--- src/rtl/xbr_pkg.sv ---
package xbr_pkg;
    // ------------------------------------------------------------
    // Sizes
    // ------------------------------------------------------------
    localparam int NM = 5; // Masters
    localparam int NT = 5; // Target groups
    localparam int NS = 4; // Sources arbitrated on system clock two
    localparam int DW = 32; // Data and address width
    localparam int MIDW = 3; // Master id width
    localparam int BR_DEPTH = 4; // Bridge FIFO depth
    // ------------------------------------------------------------
    // Master indices
    // ------------------------------------------------------------
    localparam int M_DATA = 0; // data_memory_master
    localparam int M_FILL = 1; // program_fill_master
    localparam int M_HIDMA = 2; // high_priority_dma_master
    localparam int M_LODMA = 3; // low_priority_dma_master
    localparam int M_HOST = 4; // host_port_master
    // ------------------------------------------------------------
    // Target indices
    // ------------------------------------------------------------
    localparam int T_ONCHIP = 0; // On-chip memory via cpu_slave_port
    localparam int T_EXTMEM = 1; // external_memory_target
    localparam int T_PERCFG = 2; // Peripheral configuration bus
    localparam int T_AUDIO = 3; // audio_serializer_target DMA bus
    localparam int T_DMAREG = 4; // dma_accelerator registers
    // ------------------------------------------------------------
    // Address decode on the top nibble
    // ------------------------------------------------------------
    localparam logic [3:0] NIB_ROM = 4'h0;
    localparam logic [3:0] NIB_RAM = 4'h1;
    localparam logic [3:0] NIB_AUDIO = 4'h5;
    localparam logic [3:0] NIB_DMAREG = 4'h6;
    localparam logic [3:0] NIB_SDRAM = 4'h8;
    localparam logic [3:0] NIB_ASYNC = 4'h9;
    // ------------------------------------------------------------
    // bridge_reset_control register
    // ------------------------------------------------------------
    localparam logic [31:0] BRIDGE_CTRL_ADDR = 32'h4000_0024;
    localparam int SPB_RST_BIT = 0; // slave_port_bridge_reset
    localparam logic SPB_RST_RESET = 1'h1;
    localparam logic [30:0] CTRL_RSVD_READ = 31'h0;
    // ------------------------------------------------------------
    // Packet layout carried through bridges
    // ------------------------------------------------------------
    localparam int P_WDATA = 0;
    localparam int P_ADDR = 32;
    localparam int P_WE = 64;
    localparam int P_LAST = 65;
    localparam int P_MID = 66;
    localparam int PKT_W = 69;
    // System clock divider indices
    localparam int EN_ONE = 0;
    localparam int EN_TWO = 1;
    localparam int EN_THREE = 2;

    // Target group of an address
    function automatic logic [2:0] decode_target(input logic [31:0] addr);
        logic [3:0] nib;
        nib = addr[31:28];
        if (nib == NIB_ROM || nib == NIB_RAM) begin
            return 3'(T_ONCHIP);
        end else if (nib == NIB_SDRAM || nib == NIB_ASYNC) begin
            return 3'(T_EXTMEM);
        end else if (nib == NIB_AUDIO) begin
            return 3'(T_AUDIO);
        end else if (nib == NIB_DMAREG) begin
            return 3'(T_DMAREG);
        end else begin
            return 3'(T_PERCFG);
        end
    endfunction : decode_target

    // Pack one beat
    function automatic logic [PKT_W-1:0] pack(input logic [31:0] addr,
        input logic we, input logic [31:0] wdata, input logic last,
        input logic [2:0] mid);
        return {mid, last, we, addr, wdata};
    endfunction : pack
endpackage : xbr_pkg

--- src/rtl/xbr_bridge.sv ---
`timescale 1ns/1ps
`default_nettype none
module xbr_bridge #(
    parameter int W = 8,
    parameter int DEPTH = 4,
    parameter int AW = $clog2(DEPTH)
) (
    input wire logic i_clk,
    input wire logic i_reset,
    input wire logic i_flush,
    input wire logic i_in_en,
    input wire logic i_in_valid,
    output logic o_in_ready,
    input wire logic [W-1:0] i_in_data,
    input wire logic i_out_en,
    output logic o_out_valid,
    input wire logic i_out_ready,
    output logic [W-1:0] o_out_data
);
    // ------------------------------------------------------------
    // Storage and pointers
    // ------------------------------------------------------------
    logic [W-1:0] mem [DEPTH]; // FIFO entries
    logic [AW:0] wr_ptr; // Write pointer with wrap bit
    logic [AW:0] rd_ptr; // Read pointer with wrap bit
    logic full;
    logic empty;
    logic push;
    logic pop;

    assign full = (wr_ptr[AW] != rd_ptr[AW])
        && (wr_ptr[AW-1:0] == rd_ptr[AW-1:0]);
    assign empty = (wr_ptr == rd_ptr);
    // Accept only on the master-side edge, never while flushing
    assign o_in_ready = i_in_en && !full && !i_flush;
    assign o_out_valid = !empty && !i_flush;
    assign push = i_in_valid && o_in_ready;
    assign pop = i_out_en && i_out_ready && o_out_valid;
    assign o_out_data = mem[rd_ptr[AW-1:0]];

    // Pointer update, flush empties the FIFO
    always_ff @(posedge i_clk) begin
        if (i_reset || i_flush) begin
            wr_ptr <= '0;
            rd_ptr <= '0;
        end else begin
            if (push) begin
                wr_ptr <= wr_ptr + 1'b1;
            end
            if (pop) begin
                rd_ptr <= rd_ptr + 1'b1;
            end
        end
    end

    // Entry write
    always_ff @(posedge i_clk) begin
        if (push) begin
            mem[wr_ptr[AW-1:0]] <= i_in_data;
        end
    end
endmodule : xbr_bridge
`default_nettype wire

--- src/rtl/xbr_crossbar.sv ---
// Summary of operation
// - Accept requests from five bus masters
// - Route requests to five target groups
// - Independent paths run concurrently without stalls
// - Same-cycle contention: highest priority wins, others stall
// - Owner finishes whole access before re-arbitration
// - High-priority DMA beats low-priority DMA
// - Fill requests cross one bridge, lowest priority
// - Bridge FIFO accepts at master, sends at target
// - Bridge one: CPU data, clock one to two
// - Bridge two: DMA/host to on-chip, two to one
// - External memory bridges issue on clock three
// - Control bit0 holds slave bridge reset, resets 1
// - Control bits 31:1 reserved, write zeros
`timescale 1ns/1ps
`default_nettype none
module xbr_crossbar #(
    parameter int unsigned DIV_ONE = 1,
    parameter int unsigned DIV_TWO = 2,
    parameter int unsigned DIV_THREE = 4,
    parameter int BR_DEPTH = xbr_pkg::BR_DEPTH
) (
    input wire logic i_clk,
    input wire logic i_reset,
    input wire logic [xbr_pkg::NM-1:0] i_m_req,
    input wire logic [31:0] i_m_addr [xbr_pkg::NM],
    input wire logic [xbr_pkg::NM-1:0] i_m_we,
    input wire logic [31:0] i_m_wdata [xbr_pkg::NM],
    input wire logic [xbr_pkg::NM-1:0] i_m_last,
    output logic [xbr_pkg::NM-1:0] o_m_ready,
    output logic [xbr_pkg::NM-1:0] o_m_rvalid,
    output logic [31:0] o_m_rdata [xbr_pkg::NM],
    output logic [xbr_pkg::NT-1:0] o_t_valid,
    output logic [31:0] o_t_addr [xbr_pkg::NT],
    output logic [xbr_pkg::NT-1:0] o_t_we,
    output logic [31:0] o_t_wdata [xbr_pkg::NT],
    output logic [xbr_pkg::NT-1:0] o_t_last,
    output logic [2:0] o_t_mid [xbr_pkg::NT],
    input wire logic [xbr_pkg::NT-1:0] i_t_ready,
    input wire logic [xbr_pkg::NT-1:0] i_t_rvalid,
    input wire logic [31:0] i_t_rdata [xbr_pkg::NT],
    output logic o_slave_port_bridge_reset
);
    localparam int NT = xbr_pkg::NT;
    localparam int NS = xbr_pkg::NS;
    localparam int PW = xbr_pkg::PKT_W;
    localparam int unsigned DIVS [3] = '{DIV_ONE, DIV_TWO, DIV_THREE};

    // ------------------------------------------------------------
    // System clock enables
    // ------------------------------------------------------------
    logic [2:0] sys_en; // One-cycle pulses per system clock
    logic [7:0] div_cnt [3]; // Divider counters

    for (genvar g = 0; g < 3; g++) begin : g_div
        // Divider count
        always_ff @(posedge i_clk) begin
            if (i_reset || div_cnt[g] == 8'(DIVS[g] - 1)) begin
                div_cnt[g] <= 8'h00;
            end else begin
                div_cnt[g] <= div_cnt[g] + 8'h01;
            end
        end
        assign sys_en[g] = (div_cnt[g] == 8'h00);
    end

    // ------------------------------------------------------------
    // Master packets and clock-one bridges
    // ------------------------------------------------------------
    logic [PW-1:0] m_pkt [xbr_pkg::NM]; // Packed master beats
    logic bridge_rst; // slave_port_bridge_reset bit
    logic br1_valid, br3_valid, br4_in_ready, br4_valid;
    logic br2_in_ready, br2_valid, br3_ready, br4_ready;
    logic [PW-1:0] br1_data, br2_data, br3_data, br4_data;
    logic [PW-1:0] src_pkt [NS]; // Clock-two sources
    logic [NS-1:0] src_valid;
    logic [NS-1:0] src_ready;
    logic [2:0] src_tgt [NS];

    for (genvar m = 0; m < xbr_pkg::NM; m++) begin : g_mpkt
        assign m_pkt[m] = xbr_pkg::pack(i_m_addr[m], i_m_we[m],
            i_m_wdata[m], i_m_last[m], 3'(m));
    end

    // CPU data crosses from clock one to clock two
    xbr_bridge #(.W(PW), .DEPTH(BR_DEPTH)) u_cpu_data_bridge (
        .i_clk(i_clk), .i_reset(i_reset), .i_flush(1'b0),
        .i_in_en(sys_en[xbr_pkg::EN_ONE]),
        .i_in_valid(i_m_req[xbr_pkg::M_DATA]),
        .o_in_ready(o_m_ready[xbr_pkg::M_DATA]),
        .i_in_data(m_pkt[xbr_pkg::M_DATA]),
        .i_out_en(sys_en[xbr_pkg::EN_TWO]), .o_out_valid(br1_valid),
        .i_out_ready(src_ready[0]), .o_out_data(br1_data));

    // Fill goes straight to external memory, one crossing only
    xbr_bridge #(.W(PW), .DEPTH(BR_DEPTH)) u_program_fill_bridge (
        .i_clk(i_clk), .i_reset(i_reset), .i_flush(1'b0),
        .i_in_en(sys_en[xbr_pkg::EN_ONE]),
        .i_in_valid(i_m_req[xbr_pkg::M_FILL]),
        .o_in_ready(o_m_ready[xbr_pkg::M_FILL]),
        .i_in_data(m_pkt[xbr_pkg::M_FILL]),
        .i_out_en(sys_en[xbr_pkg::EN_THREE]), .o_out_valid(br3_valid),
        .i_out_ready(br3_ready), .o_out_data(br3_data));

    // Source 0 is bridged CPU data, 1..3 the DMA and host masters
    assign src_pkt[0] = br1_data;
    assign src_valid[0] = br1_valid;
    for (genvar s = 1; s < NS; s++) begin : g_src
        assign src_pkt[s] = m_pkt[s + 1];
        assign src_valid[s] = i_m_req[s + 1];
        assign o_m_ready[s + 1] = src_ready[s];
    end
    for (genvar s = 0; s < NS; s++) begin : g_dec
        assign src_tgt[s] =
            xbr_pkg::decode_target(src_pkt[s][xbr_pkg::P_ADDR +: 32]);
    end

    // ------------------------------------------------------------
    // Per-target arbiters on clock two
    // ------------------------------------------------------------
    logic [NS-1:0] arb_req [NT]; // Requesters per target
    logic [1:0] arb_pick [NT]; // Fixed-priority choice
    logic [1:0] arb_sel [NT]; // Effective owner
    logic [1:0] arb_owner [NT]; // Locked owner
    logic arb_busy [NT]; // Access in progress
    logic arb_go [NT]; // Beat moves this cycle
    logic dest_ready [NT];
    logic [PW-1:0] arb_pkt [NT];
    logic reg_hit; // Beat addresses bridge_reset_control
    logic stage_free [NT];

    for (genvar t = 0; t < NT; t++) begin : g_arb
        for (genvar s = 0; s < NS; s++) begin : g_req
            assign arb_req[t][s] = src_valid[s] && src_tgt[s] == 3'(t);
        end
        // Lower source index wins
        assign arb_pick[t] = arb_req[t][0] ? 2'h0 :
            arb_req[t][1] ? 2'h1 :
            arb_req[t][2] ? 2'h2 : 2'h3;
        assign arb_sel[t] = arb_busy[t] ? arb_owner[t] : arb_pick[t];
        assign arb_pkt[t] = src_pkt[arb_sel[t]];
        // Each target moves on its own, no cross-target stall
        assign arb_go[t] = sys_en[xbr_pkg::EN_TWO]
            && arb_req[t][arb_sel[t]] && dest_ready[t];

        // Ownership held until the last beat
        always_ff @(posedge i_clk) begin
            if (i_reset) begin
                arb_busy[t] <= 1'b0;
                arb_owner[t] <= 2'h0;
            end else if (arb_go[t]) begin
                arb_busy[t] <= !arb_pkt[t][xbr_pkg::P_LAST];
                arb_owner[t] <= arb_sel[t];
            end
        end
    end

    // Ready back to whichever source moved
    always_comb begin
        src_ready = '0;
        for (int t = 0; t < NT; t++) begin
            if (arb_go[t]) begin
                src_ready[arb_sel[t]] = 1'b1;
            end
        end
    end

    assign reg_hit = (arb_pkt[xbr_pkg::T_PERCFG][xbr_pkg::P_ADDR +: 32]
        == xbr_pkg::BRIDGE_CTRL_ADDR);
    assign dest_ready[xbr_pkg::T_ONCHIP] = br2_in_ready;
    assign dest_ready[xbr_pkg::T_EXTMEM] = br4_in_ready;
    assign dest_ready[xbr_pkg::T_PERCFG] =
        reg_hit || stage_free[xbr_pkg::T_PERCFG];
    assign dest_ready[xbr_pkg::T_AUDIO] = stage_free[xbr_pkg::T_AUDIO];
    assign dest_ready[xbr_pkg::T_DMAREG] = stage_free[xbr_pkg::T_DMAREG];

    // DMA and host into on-chip memory, flushed by the control bit
    xbr_bridge #(.W(PW), .DEPTH(BR_DEPTH)) u_slave_port_bridge (
        .i_clk(i_clk), .i_reset(i_reset), .i_flush(bridge_rst),
        .i_in_en(sys_en[xbr_pkg::EN_TWO]),
        .i_in_valid(arb_go[xbr_pkg::T_ONCHIP]), .o_in_ready(br2_in_ready),
        .i_in_data(arb_pkt[xbr_pkg::T_ONCHIP]),
        .i_out_en(sys_en[xbr_pkg::EN_ONE]), .o_out_valid(br2_valid),
        .i_out_ready(stage_free[xbr_pkg::T_ONCHIP]),
        .o_out_data(br2_data));

    // CPU, host and DMA toward external memory on clock three
    xbr_bridge #(.W(PW), .DEPTH(BR_DEPTH)) u_shared_extmem_bridge (
        .i_clk(i_clk), .i_reset(i_reset), .i_flush(1'b0),
        .i_in_en(sys_en[xbr_pkg::EN_TWO]),
        .i_in_valid(arb_go[xbr_pkg::T_EXTMEM]), .o_in_ready(br4_in_ready),
        .i_in_data(arb_pkt[xbr_pkg::T_EXTMEM]),
        .i_out_en(sys_en[xbr_pkg::EN_THREE]), .o_out_valid(br4_valid),
        .i_out_ready(br4_ready), .o_out_data(br4_data));

    // ------------------------------------------------------------
    // External memory final arbiter, fill last
    // ------------------------------------------------------------
    logic ext_busy, ext_own, ext_sel, ext_valid, ext_go;

    assign ext_sel = ext_busy ? ext_own : !br4_valid;
    assign ext_valid = ext_sel ? br3_valid : br4_valid;
    assign ext_go = sys_en[xbr_pkg::EN_THREE] && ext_valid
        && stage_free[xbr_pkg::T_EXTMEM];
    assign br4_ready = ext_go && !ext_sel;
    assign br3_ready = ext_go && ext_sel;

    // Lock the external memory owner for the access
    always_ff @(posedge i_clk) begin
        if (i_reset) begin
            ext_busy <= 1'b0;
            ext_own <= 1'b0;
        end else if (ext_go) begin
            ext_busy <= !o_t_last_next();
            ext_own <= ext_sel;
        end
    end

    function automatic logic o_t_last_next();
        return ext_sel ? br3_data[xbr_pkg::P_LAST]
            : br4_data[xbr_pkg::P_LAST];
    endfunction : o_t_last_next

    // ------------------------------------------------------------
    // Registered target output stages
    // ------------------------------------------------------------
    logic stg_take [NT]; // Load the stage
    logic stg_en [NT]; // Target clock enable
    logic [PW-1:0] stg_in [NT];
    logic stg_valid [NT];
    logic [PW-1:0] stg_pkt [NT];
    logic [2:0] resp_mid [NT]; // Master owed the next answer

    assign stg_en[0] = sys_en[xbr_pkg::EN_ONE];
    assign stg_en[1] = sys_en[xbr_pkg::EN_THREE];
    assign stg_take[0] = sys_en[xbr_pkg::EN_ONE] && br2_valid
        && stage_free[0];
    assign stg_take[1] = ext_go;
    assign stg_in[0] = br2_data;
    assign stg_in[1] = ext_sel ? br3_data : br4_data;
    for (genvar t = 2; t < NT; t++) begin : g_cfg
        assign stg_en[t] = sys_en[xbr_pkg::EN_TWO];
        assign stg_take[t] = arb_go[t]
            && !(t == xbr_pkg::T_PERCFG && reg_hit);
        assign stg_in[t] = arb_pkt[t];
    end

    for (genvar t = 0; t < NT; t++) begin : g_stage
        assign stage_free[t] = !stg_valid[t] || (stg_en[t] && i_t_ready[t]);
        // Hold a beat until the target takes it
        always_ff @(posedge i_clk) begin
            if (i_reset) begin
                stg_valid[t] <= 1'b0;
                stg_pkt[t] <= '0;
                resp_mid[t] <= 3'h0;
            end else begin
                if (stg_take[t]) begin
                    stg_valid[t] <= 1'b1;
                    stg_pkt[t] <= stg_in[t];
                end else if (stg_en[t] && i_t_ready[t]) begin
                    stg_valid[t] <= 1'b0;
                end
                if (stg_valid[t] && stg_en[t] && i_t_ready[t]) begin
                    resp_mid[t] <= stg_pkt[t][xbr_pkg::P_MID +: 3];
                end
            end
        end
        assign o_t_valid[t] = stg_valid[t];
        assign o_t_addr[t] = stg_pkt[t][xbr_pkg::P_ADDR +: 32];
        assign o_t_we[t] = stg_pkt[t][xbr_pkg::P_WE];
        assign o_t_wdata[t] = stg_pkt[t][xbr_pkg::P_WDATA +: 32];
        assign o_t_last[t] = stg_pkt[t][xbr_pkg::P_LAST];
        assign o_t_mid[t] = stg_pkt[t][xbr_pkg::P_MID +: 3];
    end

    // ------------------------------------------------------------
    // bridge_reset_control and read answers
    // ------------------------------------------------------------
    logic reg_write, reg_read;
    logic [2:0] reg_mid;

    assign reg_write = arb_go[xbr_pkg::T_PERCFG] && reg_hit
        && arb_pkt[xbr_pkg::T_PERCFG][xbr_pkg::P_WE];
    assign reg_read = arb_go[xbr_pkg::T_PERCFG] && reg_hit
        && !arb_pkt[xbr_pkg::T_PERCFG][xbr_pkg::P_WE];
    assign reg_mid = arb_pkt[xbr_pkg::T_PERCFG][xbr_pkg::P_MID +: 3];
    assign o_slave_port_bridge_reset = bridge_rst;

    // Control bit, reserved bits dropped on write
    always_ff @(posedge i_clk) begin
        if (i_reset) begin
            bridge_rst <= xbr_pkg::SPB_RST_RESET;
        end else if (reg_write) begin
            bridge_rst <=
                arb_pkt[xbr_pkg::T_PERCFG][xbr_pkg::SPB_RST_BIT];
        end
    end

    // Route answers to the master that owns them
    always_ff @(posedge i_clk) begin
        if (i_reset) begin
            o_m_rvalid <= '0;
            o_m_rdata <= '{default: 32'h0};
        end else begin
            o_m_rvalid <= '0;
            for (int t = NT - 1; t >= 0; t--) begin
                if (i_t_rvalid[t]) begin
                    o_m_rvalid[resp_mid[t]] <= 1'b1;
                    o_m_rdata[resp_mid[t]] <= i_t_rdata[t];
                end
            end
            if (reg_read) begin
                o_m_rvalid[reg_mid] <= 1'b1;
                o_m_rdata[reg_mid] <=
                    {xbr_pkg::CTRL_RSVD_READ, bridge_rst};
            end
        end
    end

    logic [2:0] rd_mid_q; // Helper: reg_mid from the previous cycle, taken every cycle
    always_ff @(posedge i_clk) begin
        rd_mid_q <= reg_mid;
    end

    for (genvar t = 0; t < NT; t++) begin : g_chk

        for (genvar s = 0; s < NS; s++) begin : g_prio

        end
    end
endmodule : xbr_crossbar
`default_nettype wire

--- config.mk ---
export PLATFORM = sky130hd
export DESIGN_NAME = xbr_crossbar
export DESIGN_NICKNAME = d
export VERILOG_FILES = /design/src/rtl/xbr_pkg.sv /design/src/rtl/xbr_bridge.sv /design/src/rtl/xbr_crossbar.sv
export SDC_FILE = /design/constraint.sdc
export NUM_CORES = 2
export LEC_CHECK = 0
export ABC_AREA = 1
export BUFFER_PORTS_ARGS = -buffer_cell sky130_fd_sc_hd__buf_2
export CAP_MARGIN = 5
export CELL_PAD_IN_SITES_DETAIL_PLACEMENT = 0
export CELL_PAD_IN_SITES_GLOBAL_PLACEMENT = 1
export CORE_ASPECT_RATIO = 0.9
export CORE_UTILIZATION = 30
export DETAILED_ROUTE_END_ITERATION = 6
export GPL_TIMING_DRIVEN = 1
export PLACE_DENSITY = 0.66
export SYNTH_ARGS = -nofsm -noshare
export SYNTH_HDL_FRONTEND = slang
export SYNTH_SLANG_ARGS = --single-unit
--- constraint.sdc ---
create_clock -name i_clk -period 9.4 [get_ports i_clk]
set_input_delay 0 -clock i_clk [delete_from_list [all_inputs] [get_ports i_clk]]
set_output_delay 0 -clock i_clk [all_outputs]
set_load 0.02 [all_outputs]
==> Word-level counts from Yosys, hierarchy flattened <==
Memory sizes are Yosys's and may differ from the RTL's. A register that Yosys moved wholly into a read port is not among the register bits.
Cells that the tools add are included.
{ "totals": {"ff_bits": 192, "mem_bits_rw": 1484, "input_bits": 507, "word_cells": 578, "n_memories": 10} }
{ "classes": {"add_sub_neg": 11, "magnitude_cmp": 39, "n_eq_ne": 51, "muxes": 251, "bitwise": 53, "n_reduce_logical": 146} }
{ "memory_table": {"columns": ["memory", "words", "word_bits", "read_ports", "rd_ports_with_merged_regs", "wr", "line_no", "rtl"], "rows": [
  ["stg_pkt", 5, 69, 5, 0, 5, "xbr_crossbar.sv:231", "logic [PW-1:0] stg_pkt [NT];"],
  ["u_shared_extmem_bridge.mem", 4, 69, 1, 1, 1, "xbr_bridge.sv:23", "logic [W-1:0] mem [DEPTH];"],
  ["u_slave_port_bridge.mem", 4, 69, 1, 1, 1, "xbr_bridge.sv:23", null],
  ["u_cpu_data_bridge.mem", 4, 66, 1, 1, 1, "xbr_bridge.sv:23", null],
  ["u_program_fill_bridge.mem", 4, 66, 1, 1, 1, "xbr_bridge.sv:23", null],
  ["div_cnt", 3, 8, 3, 0, 3, "xbr_crossbar.sv:53", "logic [7:0] div_cnt [3];"],
  ["+4 memories", null, null, null, null, null, null, null]
]} }
{ "op_table": {"columns": ["cell", "n"], "rows": [
  ["160-bit 2-to-1 mux", 11],
  ["69-bit 2-to-1 mux", 16],
  ["160-bit bitwise mux", 6],
  ["69-bit binary-select mux with 2-bit select", 5],
  ["32-bit demux with 3-bit select", 6],
  ["32-bit 2-to-1 mux", 6],
  ["1-bit 2-to-1 mux", 117],
  ["1-bit logical AND", 94],
  ["3-bit 2-to-1 mux", 21],
  ["2-bit 2-to-1 mux", 28],
  ["5-bit 2-to-1 mux", 11],
  ["1-bit OR", 33],
  ["32-bit by 31-bit equality test with 1-bit output (second input constant)", 1],
  ["4-bit by 3-bit equality test with 1-bit output (second input constant)", 8],
  ["4-bit equality test (second input constant)", 8],
  ["5-bit OR", 5],
  ["3-bit by 1-bit adder with 3-bit output (second input constant)", 8],
  ["8-bit by 1-bit adder with 8-bit output (second input constant)", 3],
  ["3-bit by 2-bit equality test with 1-bit output (second input constant)", 8],
  ["4-bit >= comparator (second input constant)", 6],
  ["8-bit zero test", 3],
  ["3-bit by 4-bit less-than comparator with 1-bit output (second input constant)", 6],
  ["4-bit by 1-bit less-than comparator with 1-bit output (second input constant)", 6],
  ["8-bit 2-to-1 mux", 3],
  ["23 further kinds", 132]
]} }

==> Longest topological paths before layout <==
{ "logic_depth": {"ltp_word": 28, "ltp_mapped": 28} }

==> Cells and area by module <==
From an unflattened synthesis, not the netlist that was laid out.
{ "unflattened": {"hier_cells": 8012, "hier_area_um2": 79849.1} }
{ "modules_own_cells": {"columns": ["mod", "instances", "cells_each", "area_each_um2", "seq_area_each_um2"], "rows": [
  ["xbr_bridge", 4, 758, 10785.3, 8448.1],
  ["xbr_crossbar", 1, 4980, 36707.7, 15254.6]
]} }

==> Least setup slack after synthesis <==
Ideal clock, no wire load.
{ "synth_timing": {"kind": "flip-flop to flip-flop", "from": "register (tool-made name)", "to": "memory u_slave_port_bridge.mem[0][0] in the netlist's numbering, enable pin", "setup_ns": 0.497, "arrival_ns": 4.861, "required_ns": 8.903, "setup_slack_ns": 4.043, "path_stages_with_launch": 18, "cell_sequence": "dfxtp_1 > buf_4 > inv_2 > buf_2 > nand3_1 > nand2_1 > nand3_1 > nor2_1 > inv_1 > nand2_1 > nand2_1 > inv_1 > nor2_2 > o21ai_0 > o2111ai_1 > or2_2 > clkbuf_1 > nor2_1"} }
{ "synth_lines": {"columns": ["item", "line_no"], "rows": [
  ["to (decl)", "xbr_bridge.sv:23"]
]} }

==> flow_summary_export.csv <==
group,metric,value,unit
synth,synth-seq-cells,1684,
timing,fin_crit,7300,ps
timing,final-max-slew-violation-count,0,
clock_network,h-tree-depth,4,
synth,synthCells,7867,
die,dieArea,0.265,mm2
die,die_h,488,um
synth,synth_common_cells,"edfxtp_1 (1,460), nor2_1 (1,031), nand2_1 (1,003)",
die,core_area,0.261,mm2
worst_hold_path,hold_start,"i_m_addr[143]",
global_route,grt_max_degree,90,
global_route,grt_pass1_vias,67986,
timing,tightest_slew,1420,ps
synth,yosysMostFrequentCell,"edfxtp_1",
critical_path,cp-end-kind,"flip-flop",
power_and_ir_drop,powerDensity,282,mW/mm2
critical_path,crit_path_max_fanout,72,
synth,yosysTopAreaCell,"edfxtp_1",
clock_network,post_cts_resized,0,
worst_hold_path,hold_path.class,"primary input to flip-flop",
clock_network,cts_buffer_depth,4,
global_route,antenna_found_initial,98,
clock_network,cts_tree,"done",
drt,drt_iter0_drc,8729,
global_route,grt_usage,0.274,
die,die_w,542,um
critical_path,worstPathRequired,10010,ps
synth,synth_edf_count,1460,
die,pin_count,1028,
status,violations,"DRC",
placed_design,port_buffers,1027,
cells_and_area,design_area,0.103,mm2
timing,clock_skew,115,ps
drt,first_pass_iters,7,
global_route,grt_pass1_wl,520,mm
placed_design,place_congestion,0.927,
critical_path,critPathKind,"flip-flop to flip-flop",
timing,fmaxAchievable,0.137,GHz
synth,synthesis.area,0.0789,mm2
power_and_ir_drop,ir_drop,0.261,mV
synth,yosys_warnings,0,
synth,synth_cell_types,55,
placed_design,hpwlAfterDp,255,mm
timing,setup-tns-final,0,ps
clock_network,clk_latency,900,ps
synth,synth_area_per_cell,10.0,um2
timing,relSlewSlack,0.0525,
drt,routed_wl,379,mm
drt,wl_per_cell,28.7,um
drt,vias_per_cell,5.51,
synth,synth_top_area_frac,0.556,
cells_and_area,drive_gt1_frac,0.161,
clock_network,cts_made_buffers,198,
run,cap_violations,0,
synth,synthTopCellsByArea,"edfxtp_1 (56%), dfxtp_1 (5.7%), o21ai_0 (5.0%)",
timing,hold_viol,0,
critical_path,arrival,7920,ps
power_and_ir_drop,p_leak,40.4,nW
drt,drtAntennaViolNets,0,
cells_and_area,area_growth,30.4,%
drt,vias,72740,
timing,setup_viol,0,
timing,rsz0062_at_grt,"false",
clock_network,root_buffer,"clkbuf_16",
drt,drc_errors,3,
timing,period_share,0.777,
cells_and_area,nNetsFinal,10041,
placed_design,dpl_cell_area,0.0872,mm2
status,outcome,"finished with violations",
synth,ys.flop_type,"edfxtp_1",
die,std_cell_rows,178,
synth,async_reset_ff_frac,0,
clock_network,cts_sinks,1684,
synth,yosysSeqAreaShare,0.613,
clock_network,clk_pin_slew,60,ps
die,start_util,0.302,
global_route,overflow,0,
critical_path,cp-start-kind,"flip-flop",
layout by cell type (no fill, tap or decap), types with 152 or more instances in the layout:
master,count
a22oi_1,152
edfxtp_1,1460
a21oi_1,634
o21ai_0,790
dfxtp_1,217
dlygate4sd3_1,888
nor2_1,1004
buf_2,1027
clkbuf_16,202
nand3_1,183
o221ai_1,419
nand2_1,988
inv_1,666
final timing paths:
check                            endpoint  slack [ps]  cells after the start
max                        stg_pkt[2][13]        2100                     24
min          u_cpu_data_bridge.mem[2][47]          40                      2
max reg2reg                stg_pkt[2][13]        2100                     24
min reg2reg                 div_cnt[0][0]         460                      1
repair_timing:
item                                    in CTS  in global routing
hold buffers                               888                  0
buffers inserted                             0                  0
hold endpoints to repair                  1489                  0
endpoints found under the setup margin       0                  0
routing by layer:
| metal | wire length, um | vias up | part of all wire | track usage |
|---|---|---|---|---|
| li1 | - | 31819 | - | - |
| met1 | 143000 | 35686 | 0.38 | 0.334 |
| met2 | 175000 | 4228 | 0.46 | 0.450 |
| met3 | 34800 | 961 | 0.092 | 0.0559 |
| met4 | 25100 | 46 | 0.066 | 0.158 |
| met5 | 302 | - | 0.00080 | 0 |
final cells by class:
cell class	count	area, um2
clock inverters	126	1480
fillers	25816	159000
diodes	52	130
well taps	3510	4390
multi-input cells	4871	25800
flip-flops and latches	1684	48400
clock buffers	227	5160
inverters	706	2680
repair buffers	2031	14900
flip-flops by register name, summed over array words and instances, names as in the netlist, 5 cells and up, named ones only:
signal and count:
arb_owner 10, stg_valid 5, arb_busy 5, u_program_fill_bridge.mem 264
stg_pkt 345, u_slave_port_bridge.mem 276, u_shared_extmem_bridge.mem 276, u_cpu_data_bridge.mem 264
resp_mid 15, div_cnt 24, o_m_rvalid 5, o_m_rdata 160
critical path: stages (launching register included):
cell	delay [ps]
dfxtp_4	630
buf_4	640
nand2_1	160
nand2_1	100
nand2_1	50
nand2_1	180
nor2_2	70
nand2_1	120
nand3_2	110
nand2_2	570
nand2_4	670
nand2_1	240
nand3_1	90
dlygate4sd3_1	580
nand2_1	90
nand2_1	80
nor2_1	110
nand2_1	80
nor2_2	190
a21o_1	240
nor2_2	60
clkinv_2	430
buf_4	690
a31oi_1	90
dlygate4sd3_1	610
logic make-up after synthesis:
group           Yosys count  synth area share
simple gates           2362             0.119
compound gates         2449             0.195
fa+ha+maj                42           0.00666
flops                  1684             0.613
xor+xnor                 14           0.00155
other cells               1         0.0000475
buf+inv                1315            0.0651
power by group:
group	switching (W)	internal, W
clock	0.00329	0.00476
combinational	0.00765	0.00295
sequential	0.000771	0.00957
stage by stage:
| step | setup slack (ps) | hold WS (ps) | power (W) | std cells | utilization |
|---|---|---|---|---|---|
| 3_3_place_gp | 3290 | 210 | 0.0202 | 11914 | 0.333 |
| 4_1_cts | 1960 | 1.94 | 0.0291 | 13155 | 0.393 |
| 6_report | 2100 | 36.1 | 0.0290 | 13207 | 0.393 |
| 5_1_grt | 1730 | 3.61 | 0.0301 | 13187 | 0.393 |
| 2_1_floorplan | 4040 | 98.9 | 0.0158 | 7870 | - |
| 3_5_place_dp | 3070 | 216 | 0.0203 | 11914 | 0.333 |
Power figures use the tool's default switching activity.
